==> src/hw/gpio_efg_pkg.sv <==
// constants, register map and state types for the port e/f/g block
package gpio_efg_pkg;

  // bus geometry
  localparam int ADDR_W = 8;
  localparam int DATA_W = 32;

  // port widths and timer channel layout
  localparam int E_W = 8;
  localparam int F_W = 8;
  localparam int G_W = 3;
  localparam int F_CH = 6;
  localparam int ELS_W = 2;
  localparam logic [ELS_W-1:0] ELS_GPIO = 2'h0;

  // register indices; byte address is four times the index
  localparam int IDX_E_LATCH = 'h08;
  localparam int IDX_F_LATCH = 'h09;
  localparam int IDX_G_LATCH = 'h0a;
  localparam int IDX_E_DIR = 'h0c;
  localparam int IDX_F_DIR = 'h0d;
  localparam int IDX_G_DIR = 'h0e;
  localparam int IDX_F_PULLUP = 'h0f;
  localparam int BYTES_PER_REG = 4;

  localparam logic [ADDR_W-1:0] ADDR_E_LATCH =
    ADDR_W'(IDX_E_LATCH * BYTES_PER_REG);
  localparam logic [ADDR_W-1:0] ADDR_F_LATCH =
    ADDR_W'(IDX_F_LATCH * BYTES_PER_REG);
  localparam logic [ADDR_W-1:0] ADDR_G_LATCH =
    ADDR_W'(IDX_G_LATCH * BYTES_PER_REG);
  localparam logic [ADDR_W-1:0] ADDR_E_DIR =
    ADDR_W'(IDX_E_DIR * BYTES_PER_REG);
  localparam logic [ADDR_W-1:0] ADDR_F_DIR =
    ADDR_W'(IDX_F_DIR * BYTES_PER_REG);
  localparam logic [ADDR_W-1:0] ADDR_G_DIR =
    ADDR_W'(IDX_G_DIR * BYTES_PER_REG);
  localparam logic [ADDR_W-1:0] ADDR_F_PULLUP =
    ADDR_W'(IDX_F_PULLUP * BYTES_PER_REG);

  // reset values
  localparam logic [E_W-1:0] E_DIR_RESET = 8'h00;
  localparam logic [F_W-1:0] F_DIR_RESET = 8'h00;
  localparam logic [G_W-1:0] G_DIR_RESET = 3'h0;
  localparam logic [F_W-1:0] F_PULLUP_RESET = 8'h00;

  // axi responses
  localparam logic [1:0] RESP_OKAY = 2'h0;
  localparam logic [1:0] RESP_SLVERR = 2'h2;

  // bus handshake states
  typedef enum logic [1:0] {
    WR_IDLE = 2'h1,
    WR_RESP = 2'h2
  } wr_state_t;

  typedef enum logic [1:0] {
    RD_IDLE = 2'h1,
    RD_RESP = 2'h2
  } rd_state_t;

  // pad drive bundles
  typedef struct packed {
    logic [E_W-1:0] out;
    logic [E_W-1:0] oe;
  } pad8_t;

  typedef struct packed {
    logic [G_W-1:0] out;
    logic [G_W-1:0] oe;
  } pad3_t;

  // whole state of the block
  typedef struct packed {
    wr_state_t wr;
    rd_state_t rd;
    logic awready;
    logic wready;
    logic arready;
    logic bvalid;
    logic [1:0] bresp;
    logic rvalid;
    logic [1:0] rresp;
    logic [DATA_W-1:0] rdata;
    logic [ADDR_W-1:0] awaddr;
    logic [7:0] wdata;
    logic wlane;
    logic [E_W-1:0] e_latch;
    logic [F_W-1:0] f_latch;
    logic [G_W-1:0] g_latch;
    logic [E_W-1:0] e_dir;
    logic [F_W-1:0] f_dir;
    logic [G_W-1:0] g_dir;
    logic [F_W-1:0] f_pue;
    logic [E_W+F_W+G_W-1:0] s1;
    logic [E_W+F_W+G_W-1:0] s2;
    logic [E_W+F_W+G_W-1:0] s3;
    logic [E_W+F_W+G_W-1:0] pin;
    pad8_t e_pad;
    pad8_t f_pad;
    pad3_t g_pad;
    logic [F_W-1:0] f_pullup;
    logic [G_W-1:0] keypad;
  } state_t;

endpackage

==> src/hw/gpio_ports_e_f_g.sv <==
// port e, f and g general-purpose i/o with an axi4-lite register slave
`timescale 1ns/1ns

module gpio_ports_e_f_g (
  // clock and reset
  input wire logic clock,
  input wire logic rst_n,
  // axi4-lite write address and data
  input wire logic awvalid,
  output logic awready,
  input wire logic [gpio_efg_pkg::ADDR_W-1:0] awaddr,
  input wire logic wvalid,
  output logic wready,
  input wire logic [gpio_efg_pkg::DATA_W-1:0] wdata,
  input wire logic [3:0] wstrb,
  // axi4-lite write response
  output logic bvalid,
  input wire logic bready,
  output logic [1:0] bresp,
  // axi4-lite read
  input wire logic arvalid,
  output logic arready,
  input wire logic [gpio_efg_pkg::ADDR_W-1:0] araddr,
  output logic rvalid,
  input wire logic rready,
  output logic [gpio_efg_pkg::DATA_W-1:0] rdata,
  output logic [1:0] rresp,
  // port e pads and peripheral takeover
  input wire logic [gpio_efg_pkg::E_W-1:0] port_e_pin_in,
  output gpio_efg_pkg::pad8_t port_e_pad,
  input wire logic [gpio_efg_pkg::E_W-1:0] port_e_alt_own,
  input wire logic [gpio_efg_pkg::E_W-1:0] port_e_alt_out,
  input wire logic [gpio_efg_pkg::E_W-1:0] port_e_alt_oe,
  // port f pads, pullups and timer channels
  input wire logic [gpio_efg_pkg::F_W-1:0] port_f_pin_in,
  output gpio_efg_pkg::pad8_t port_f_pad,
  output logic [gpio_efg_pkg::F_W-1:0] port_f_pullup_on,
  input wire logic [gpio_efg_pkg::F_CH*gpio_efg_pkg::ELS_W-1:0]
    edge_level_select,
  input wire logic [gpio_efg_pkg::F_CH-1:0] timer_channel_out,
  input wire logic [gpio_efg_pkg::F_CH-1:0] timer_channel_oe,
  // port g pads and keypad interrupt sharing
  input wire logic [gpio_efg_pkg::G_W-1:0] port_g_pin_in,
  output gpio_efg_pkg::pad3_t port_g_pad,
  input wire logic [gpio_efg_pkg::G_W-1:0] keypad_irq_enable_bit,
  output logic [gpio_efg_pkg::G_W-1:0] keypad_input_pin
);
  import gpio_efg_pkg::*;

  localparam int SYNC_W = E_W + F_W + G_W;

  state_t q;
  state_t d;
  logic [F_CH-1:0] ch_own;
  logic [F_W-1:0] f_own;
  logic [F_W-1:0] f_tim_out;
  logic [F_W-1:0] f_tim_oe;
  logic [E_W-1:0] e_pin;
  logic [F_W-1:0] f_pin;
  logic [G_W-1:0] g_pin;

  // latch where direction is one, filtered pin level where it is zero
  function automatic logic [7:0] readback(input logic [7:0] dir,
                                          input logic [7:0] latch,
                                          input logic [7:0] pin);
    readback = (dir & latch) | (~dir & pin);
  endfunction

  // pins 0..5 carry timer a ch2, ch3, timer b ch2, ch3, ch0, ch1
  for (genvar i = 0; i < F_CH; i++) begin : g_chan
    assign ch_own[i] = edge_level_select[i*ELS_W +: ELS_W] != ELS_GPIO;
  end
  // pins 6 and 7 have no timer channel and stay general purpose
  assign f_own = {{(F_W-F_CH){1'b0}}, ch_own};
  assign f_tim_out = {{(F_W-F_CH){1'b0}}, timer_channel_out};
  assign f_tim_oe = {{(F_W-F_CH){1'b0}}, timer_channel_oe};

  // filtered pin levels split per port
  assign e_pin = q.pin[E_W-1:0];
  assign f_pin = q.pin[E_W+F_W-1:E_W];
  assign g_pin = q.pin[SYNC_W-1:E_W+F_W];

  // next state
  always_comb begin
    d = q;

    // three-stage input capture; a change counts once stages two and
    // three agree, which rejects single-cycle metastable settles
    d.s1 = {port_g_pin_in, port_f_pin_in, port_e_pin_in};
    d.s2 = q.s1;
    d.s3 = q.s2;
    d.pin = (~(q.s2 ^ q.s3) & q.s3) | ((q.s2 ^ q.s3) & q.pin);

    // address and data may arrive in either order
    if (awvalid && q.awready) begin
      d.awaddr = awaddr;
      d.awready = 1'b0;
    end
    if (wvalid && q.wready) begin
      d.wdata = wdata[7:0];
      d.wlane = wstrb[0];
      d.wready = 1'b0;
    end

    // write channel
    case (q.wr)
      WR_IDLE: begin
        if (!q.awready && !q.wready) begin
          d.bvalid = 1'b1;
          d.bresp = RESP_OKAY;
          d.wr = WR_RESP;
          case (q.awaddr)
            ADDR_E_LATCH: begin
              if (q.wlane) d.e_latch = q.wdata;
            end
            ADDR_F_LATCH: begin
              if (q.wlane) d.f_latch = q.wdata;
            end
            ADDR_G_LATCH: begin
              if (q.wlane) d.g_latch = q.wdata[G_W-1:0];
            end
            ADDR_E_DIR: begin
              if (q.wlane) d.e_dir = q.wdata;
            end
            ADDR_F_DIR: begin
              if (q.wlane) d.f_dir = q.wdata;
            end
            ADDR_G_DIR: begin
              if (q.wlane) d.g_dir = q.wdata[G_W-1:0];
            end
            ADDR_F_PULLUP: begin
              if (q.wlane) d.f_pue = q.wdata;
            end
            default: begin
              d.bresp = RESP_SLVERR;
            end
          endcase
        end
      end
      WR_RESP: begin
        if (bready) begin
          d.bvalid = 1'b0;
          d.awready = 1'b1;
          d.wready = 1'b1;
          d.wr = WR_IDLE;
        end
      end
      default: begin
        d.wr = WR_IDLE;
      end
    endcase

    // read channel; data reads see the filtered pin, not the raw pad
    case (q.rd)
      RD_IDLE: begin
        if (arvalid) begin
          d.arready = 1'b0;
          d.rvalid = 1'b1;
          d.rresp = RESP_OKAY;
          d.rdata = '0;
          d.rd = RD_RESP;
          case (araddr)
            ADDR_E_LATCH: begin
              d.rdata[E_W-1:0] = readback(q.e_dir, q.e_latch, e_pin);
            end
            ADDR_F_LATCH: begin
              // direction picks readback even for timer pins
              d.rdata[F_W-1:0] = readback(q.f_dir, q.f_latch, f_pin);
            end
            ADDR_G_LATCH: begin
              d.rdata[7:0] = readback({{(8-G_W){1'b0}}, q.g_dir},
                                      {{(8-G_W){1'b0}}, q.g_latch},
                                      {{(8-G_W){1'b0}}, g_pin});
            end
            ADDR_E_DIR: begin
              d.rdata[E_W-1:0] = q.e_dir;
            end
            ADDR_F_DIR: begin
              d.rdata[F_W-1:0] = q.f_dir;
            end
            ADDR_G_DIR: begin
              d.rdata[G_W-1:0] = q.g_dir;
            end
            ADDR_F_PULLUP: begin
              d.rdata[F_W-1:0] = q.f_pue;
            end
            default: begin
              d.rresp = RESP_SLVERR;
            end
          endcase
        end
      end
      RD_RESP: begin
        if (rready) begin
          d.rvalid = 1'b0;
          d.arready = 1'b1;
          d.rd = RD_IDLE;
        end
      end
      default: begin
        d.rd = RD_IDLE;
      end
    endcase

    // port e drive; owning peripheral overrides direction
    d.e_pad.oe = (port_e_alt_own & port_e_alt_oe) |
                 (~port_e_alt_own & q.e_dir);
    d.e_pad.out = (port_e_alt_own & port_e_alt_out) |
                  (~port_e_alt_own & q.e_latch);

    // port f drive; timer channel takes both enable and value
    d.f_pad.oe = (f_own & f_tim_oe) | (~f_own & q.f_dir);
    d.f_pad.out = (f_own & f_tim_out) | (~f_own & q.f_latch);

    // pullup follows direction live, so only a timer-owned output can fight it
    d.f_pullup = q.f_pue & ~q.f_dir;

    // port g drive; keypad enable forces the pin to an input
    d.g_pad.oe = ~keypad_irq_enable_bit & q.g_dir;
    d.g_pad.out = q.g_latch;
    d.keypad = g_pin & keypad_irq_enable_bit;
  end

  // state register; data latches deliberately keep their value on reset
  always_ff @(posedge clock) begin
    q <= d;
    if (!rst_n) begin
      q.wr <= WR_IDLE;
      q.rd <= RD_IDLE;
      q.awready <= 1'b1;
      q.wready <= 1'b1;
      q.arready <= 1'b1;
      q.bvalid <= 1'b0;
      q.bresp <= RESP_OKAY;
      q.rvalid <= 1'b0;
      q.rresp <= RESP_OKAY;
      q.rdata <= '0;
      q.awaddr <= '0;
      q.wdata <= '0;
      q.wlane <= 1'b0;
      q.e_dir <= E_DIR_RESET;
      q.f_dir <= F_DIR_RESET;
      q.g_dir <= G_DIR_RESET;
      q.f_pue <= F_PULLUP_RESET;
      q.s1 <= '0;
      q.s2 <= '0;
      q.s3 <= '0;
      q.pin <= '0;
      q.e_pad.oe <= '0;
      q.e_pad.out <= '0;
      q.f_pad.oe <= '0;
      q.f_pad.out <= '0;
      q.g_pad.oe <= '0;
      q.g_pad.out <= '0;
      q.f_pullup <= '0;
      q.keypad <= '0;
    end
  end

  // outputs straight from the state register
  assign awready = q.awready;
  assign wready = q.wready;
  assign bvalid = q.bvalid;
  assign bresp = q.bresp;
  assign arready = q.arready;
  assign rvalid = q.rvalid;
  assign rdata = q.rdata;
  assign rresp = q.rresp;
  assign port_e_pad = q.e_pad;
  assign port_f_pad = q.f_pad;
  assign port_f_pullup_on = q.f_pullup;
  assign port_g_pad = q.g_pad;
  assign keypad_input_pin = q.keypad;

endmodule // gpio_ports_e_f_g

==> config.mk <==
export PLATFORM = sky130hd
export DESIGN_NAME = gpio_ports_e_f_g
export DESIGN_NICKNAME = d
export VERILOG_FILES = /design/src/hw/gpio_efg_pkg.sv /design/src/hw/gpio_ports_e_f_g.sv
export SDC_FILE = /design/constraint.sdc
export NUM_CORES = 1
export LEC_CHECK = 0
export ABC_AREA = 1
export BUFFER_PORTS_ARGS = -buffer_cell sky130_fd_sc_hd__buf_2
export CORE_ASPECT_RATIO = 0.8
export CORE_MARGIN = 5
export CORE_UTILIZATION = 54
export CTS_BUF_LIST = sky130_fd_sc_hd__clkbuf_2 sky130_fd_sc_hd__clkbuf_4 sky130_fd_sc_hd__clkbuf_8
export DETAILED_ROUTE_END_ITERATION = 6
export PLACE_DENSITY = 0.82
export SLEW_MARGIN = 10
export SYNTH_ARGS = -nofsm -noshare
export SYNTH_HDL_FRONTEND = slang
export SYNTH_SLANG_ARGS = --single-unit
==> constraint.sdc <==
create_clock -name clock -period 2.3 [get_ports clock]
set_clock_uncertainty 0.1 [all_clocks]
set_input_delay 0.23 -clock clock [delete_from_list [all_inputs] [get_ports clock]]
set_output_delay 0.23 -clock clock [all_outputs]
set_load 0.01 [all_outputs]
=== Yosys cells after proc, flatten, opt, wreduce, memory -nomap -nowiden ===
Cells that the tools add are included.

* Register bits after elaboration: 209
* Input port bits: 129
* Output and inout port bits: 90
* Word-level logic and storage cells: 140

* Eq/ne operators: 22
* Multiplexer cells: 23
* Bitwise gates (word level): 35
* Reductions and logical operators: 28

{| class="wikitable"
|+ Operators with widths
! kind !! number
|-
| == test 8 x 6 -> 1 bit, second input constant || 14
|-
| AND 8 bit || 11
|-
| AND 19 bit || 2
|-
| 2-to-1 mux 35 bit || 1
|-
| OR 8 bit || 4
|-
| one-hot mux 5 bit (6 select lines) || 1
|-
| AND reduction 4 bit || 7
|-
| inverter 8 bit || 3
|-
| one-hot mux 3 bit (7 select lines) || 1
|-
| inverter 19 bit || 1
|-
| OR 19 bit || 1
|-
| bitwise XOR 19 bit || 1
|-
| 2-to-1 mux 2 bit || 8
|-
| OR 6 x 8 -> 8 bit || 2
|-
| nonzero test 2 bit || 8
|-
| OR reduction 7 bit || 2
|-
| AND 6 bit || 2
|-
| AND 3 bit || 3
|-
| AND 8 x 3 -> 8 bit || 1
|-
| inequality test 2 bit, second input constant || 4
|-
| inverter 3 -> 8 bit || 1
|-
| inverter 6 -> 8 bit || 1
|-
| OR 3 x 8 -> 8 bit || 1
|-
| one-hot mux 2 bit (2 select lines) || 2
|-
| other kinds (10) || 26
|}

=== Logic depth before layout (Yosys ltp) ===
* Word-level depth: 6
* Mapped depth: 10
* Mapped depth without buffers: 9

=== Worst setup path after synthesis ===
Ideal clock, no wire load.

* Path type: flip-flop to flip-flop
* Start point: register wready (netlist name)
* End point: register q[155] in the netlist's numbering (enable)
* Library setup time: 0.395 ns
* Data arrival time: 1.586 ns
* Data required time: 1.805 ns
* Path slack: 0.220 ns
* Stages on the path, launching flop included: 6
* Buffers on the path: 0
* Clock period less this slack: 2.080 ns
* Cells stage by stage: dfxtp_1 > nor2_2 > nand2_2 > nor2_8 > inv_4 > nor4_1

* Word-level cells in the longest chain between the ends: 3

{| class="wikitable"
|+ Ends and longest elaborated chain
! element !! RTL line !! text
|-
| zero test 1 bit || gpio_ports_e_f_g.sv:108 || <nowiki>if (!q.awready && !q.wready) begin</nowiki>
|-
| logical AND 1 bit || gpio_ports_e_f_g.sv:108 ||
|-
| AND reduction 4 bit (no source line) || n/a ||
|-
| to (decl) || gpio_ports_e_f_g.sv:52 || <nowiki>state_t q;</nowiki>
|}

Every way passes these cells.
A chain may end at the register's enable or synchronous reset.

=== Worst setup path in the final report ===
* Start point: input port edge_level_select[2] in the netlist's numbering
* End point: register q (netlist bit port_f_pad[1])

* Word-level cells in the longest chain between the ends: 4
* Elaborated cells between the ends (all ways): 5
* Those cells by class: 4 x bitwise; 1 x reduce/logical

{| class="wikitable"
|+ Ends and longest elaborated chain
! element !! RTL line !! text
|-
| from (decl) || gpio_ports_e_f_g.sv:39 || <nowiki>edge_level_select,</nowiki>
|-
| nonzero test 2 bit * || gpio_ports_e_f_g.sv:71 || <nowiki>assign ch_own[i] = edge_level_select[i*ELS_W +: ELS_W] != ELS_GPIO;</nowiki>
|-
| inverter 6 -> 8 bit || gpio_ports_e_f_g.sv:212 || <nowiki>d.f_pad.oe = (f_own & f_tim_oe) | (~f_own & q.f_dir);</nowiki>
|-
| AND 8 bit || gpio_ports_e_f_g.sv:212 ||
|-
| OR 6 x 8 -> 8 bit * || gpio_ports_e_f_g.sv:212 ||
|}

Mark *: on every way between the ends. The rest lies on a longest branch, timed or not.

==> flow_summary.ini <==
[clock_tree]
cts_setup_buffers = 0
clk_path_buf_depth = 3
htreeDepth = 1
cts_root_buffer = clkbuf_8
worstSkewPairLatency_ns = 0.53
path_clk_slew_ns = 0.06
cts.sinks = 207
cts_tree = yes
cts_buffers = 31

[synthesis]
synth_top_cell_by_area = dfxtp_1
syn_inst = 979
avgSynthCellArea_sq_um = 8.17
synth.top_cells.by_area = dfxtp_1 47%, buf_4 8.1%, nand2_1 7.9%, edfxtp_1 7.1%, inv_1 6.4%
netlist_area_sq_mm = 0.00800
ys_ff_latch = 207
synth.top_cell.area_share_pct = 47.0
yosys.cell_types.count = 31
ys.warnings.count = 0
ys_seq_area_share_pct = 54.2

[place]
dp_slack_ns = 0.601
portBuffers = 165
dpl-instance-area_sq_mm = 0.00846
gp_congestion = 0.856
hpwl_mm = 12.3

[grt]
antenna_found_initial = 0
track_usage_pct = 22.7
grt_max_degree = 155
grt_pass1_vias = 6885
grt_first_pass_wirelength_mm = 32.6
overflow = 0

[drt]
vias_per_cell = 4.82
dr.first_iter.drc_count = 419
vias = 6874
wl_mm = 20.0
drt-pass1-iter-count = 5
drc_errors = 0
ant_nets = 0
routedWlPerCell_um = 14.0

[setup_path]
path_max_fanout = 3
criticalPathCategory = primary input to register
cp.arrival_ns = 2.46
end_kind = register
crit_required_ns = 2.67
cp-start-kind = primary input

[final_layout]
syn2layout_area_growth_pct = 29.4
fin_util_pct = 71.9
fill_cells = 1050
drive_above_1_share_pct = 19.4
finalNetCount = 1352
antenna_cells = 0
design_area_sq_mm = 0.0103

[die]
pin_count = 219
dieHeight_um = 119
start_util_pct = 55.6
rows = 39
dieArea_sq_mm = 0.0174
die_x_um = 146
core_area_sq_mm = 0.0144

[timing]
setup_viol = 0
fin_tns_setup_ns = 0
rsz0062_at_grt = false
hold_viol = 0
postLayoutSetupSlackWorst_ns = 0.212
fmax_ghz = 0.479
drv_slew = 0
tightest_slew_ns = 0.860
slew_headroom_pct = 42.6
fin_crit_sh_pct = 90.8
post-route-min-period_ns = 2.09

[power]
p_total_mw = 7.44
leakage_nw = 5.13
powerDensity_mw_per_mm2 = 719
ir_drop_v = 0.000390

[min_path]
min_path_type = primary input to register

[outcome]
status = complete, no violations

[flow_run]
cap_violations = 0
final timing paths:
kind                        startpoint                   endpoint  slack [ns]  cells past startpoint
hold / removal               araddr[4]      rresp[1]$_SDFFE_PN0P_        0.09                      4
hold reg to reg      d[105]$_SDFF_PN0_           d[86]$_SDFF_PN0_        0.31                      2
setup / recovery  edge_level_select[2]   port_f_pad[1]$_SDFF_PN0_        0.21                      7
setup reg to reg      q[158]$_DFFE_PP_  port_f_pad[11]$_SDFF_PN0_        0.26                      4
area by class of cell:
type | count | area [sq um] | share of cell area (%)
Clock inverter | 3 | 15.0 | 0.145
Inverter | 141 | 532 | 5.14
Tap cell | 184 | 230 | 2.22
Clock buffer | 50 | 607 | 5.86
Timing Repair Buffer | 298 | 2160 | 20.8
Multi-Input combinational cell | 544 | 2470 | 23.9
Sequential cell | 207 | 4330 | 41.9
synthesized netlist by cell type:
cell type  count
buf_4         86
a21oi_1       82
nor2_4         2
edfxtp_1      19
inv_4          1
nor3_1        20
o22ai_1        7
nor2_2         5
mux2i_1        2
inv_2          2
nor2_1        97
nand2_2        3
nor2_8         1
inv_1        137
a31oi_1        1
nand3_1       24
dfxtp_1      188
conb_1         1
buf_2          2
buf_1          1
o311ai_0       1
buf_6          2
nand4_1        1
o21ai_0       96
nand4_4        1
maj3_1         3
clkinv_1       1
nor4_1         3
nand2_1      168
nor3_4         1
clkbuf_1      21
logic make-up after synthesis:
kind of cell | Yosys count | synth area share (%)
simple gates | 326 | 17.1
compound gates | 187 | 11.9
flops | 207 | 54.2
fa+ha+maj | 3 | 0.375
mux | 2 | 0.250
buf+inv | 253 | 16.2
other cells | 1 | 0.0469
critical path, stage by stage:
cell and delay (ns):
dlygate4sd3_1 0.54, buf_2 0.13, nor2_1 0.17, o21ai_0 0.10, dlygate4sd3_1 0.57, a21oi_1 0.14, dlygate4sd3_1 0.57
registers in the layout (all words and copies together), names as in the netlist, named ones only:
register and flops:
arready 1, awready 1, bresp 1, bvalid 1, d 41, keypad_input_pin 3
port_e_pad 16, port_f_pad 16, port_f_pullup_on 8, port_g_pad 6, q 83, rdata 8
rresp 1, rvalid 1, wready 1
repair_timing:
item / in CTS / in global routing
endpoints found under the setup margin: 0 / 0
hold endpoints to repair: 78 / 0
resized for setup: 0 / 0
hold buffers: 127 / 0
routing by layer:
metal / GRT usage (%) / share of wire (%) / vias to the layer above
met4: 7.29 / 2.8 / 0
met1: 27.0 / 40 / 3111
met3: 4.82 / 7.1 / 41
met2: 41.4 / 50 / 256
li1: - / - / 3466
met5: 0 / 0 / -
placed cells by master (no fill, tap or decap), drive strengths merged:
cell type	n
o311ai	1
nand3	24
o21ai	96
a31oi	1
nand2	171
edfxtp	19
nor4	3
dlygate4sd3	127
clkbuf	50
buf	171
nor2	105
inv	140
conb	26
dfxtp	188
nand4	2
a21oi	82
clkinv	4
nor3	21
maj3	3
o22ai	7
mux2i	2
per-stage QoR:
stage / hold slack (ns) / instances
4_1_cts: 0.0659 / 1427
5_1_grt: 0.115 / 1427
3_3_place_gp: 0.295 / 1247
6_report: 0.0862 / 1427
3_5_place_dp: 0.297 / 1247
2_1_floorplan: 0.209 / 1004
report_power, final:
part / total (mW) / switching (mW) / internal (mW)
combinational: 0.655 / 0.333 / 0.322
sequential: 3.82 / 0.0641 / 3.76
clock: 2.96 / 1.31 / 1.65
total: 7.44 / 1.71 / 5.73
Note: power is estimated with default switching activity, not from simulation.
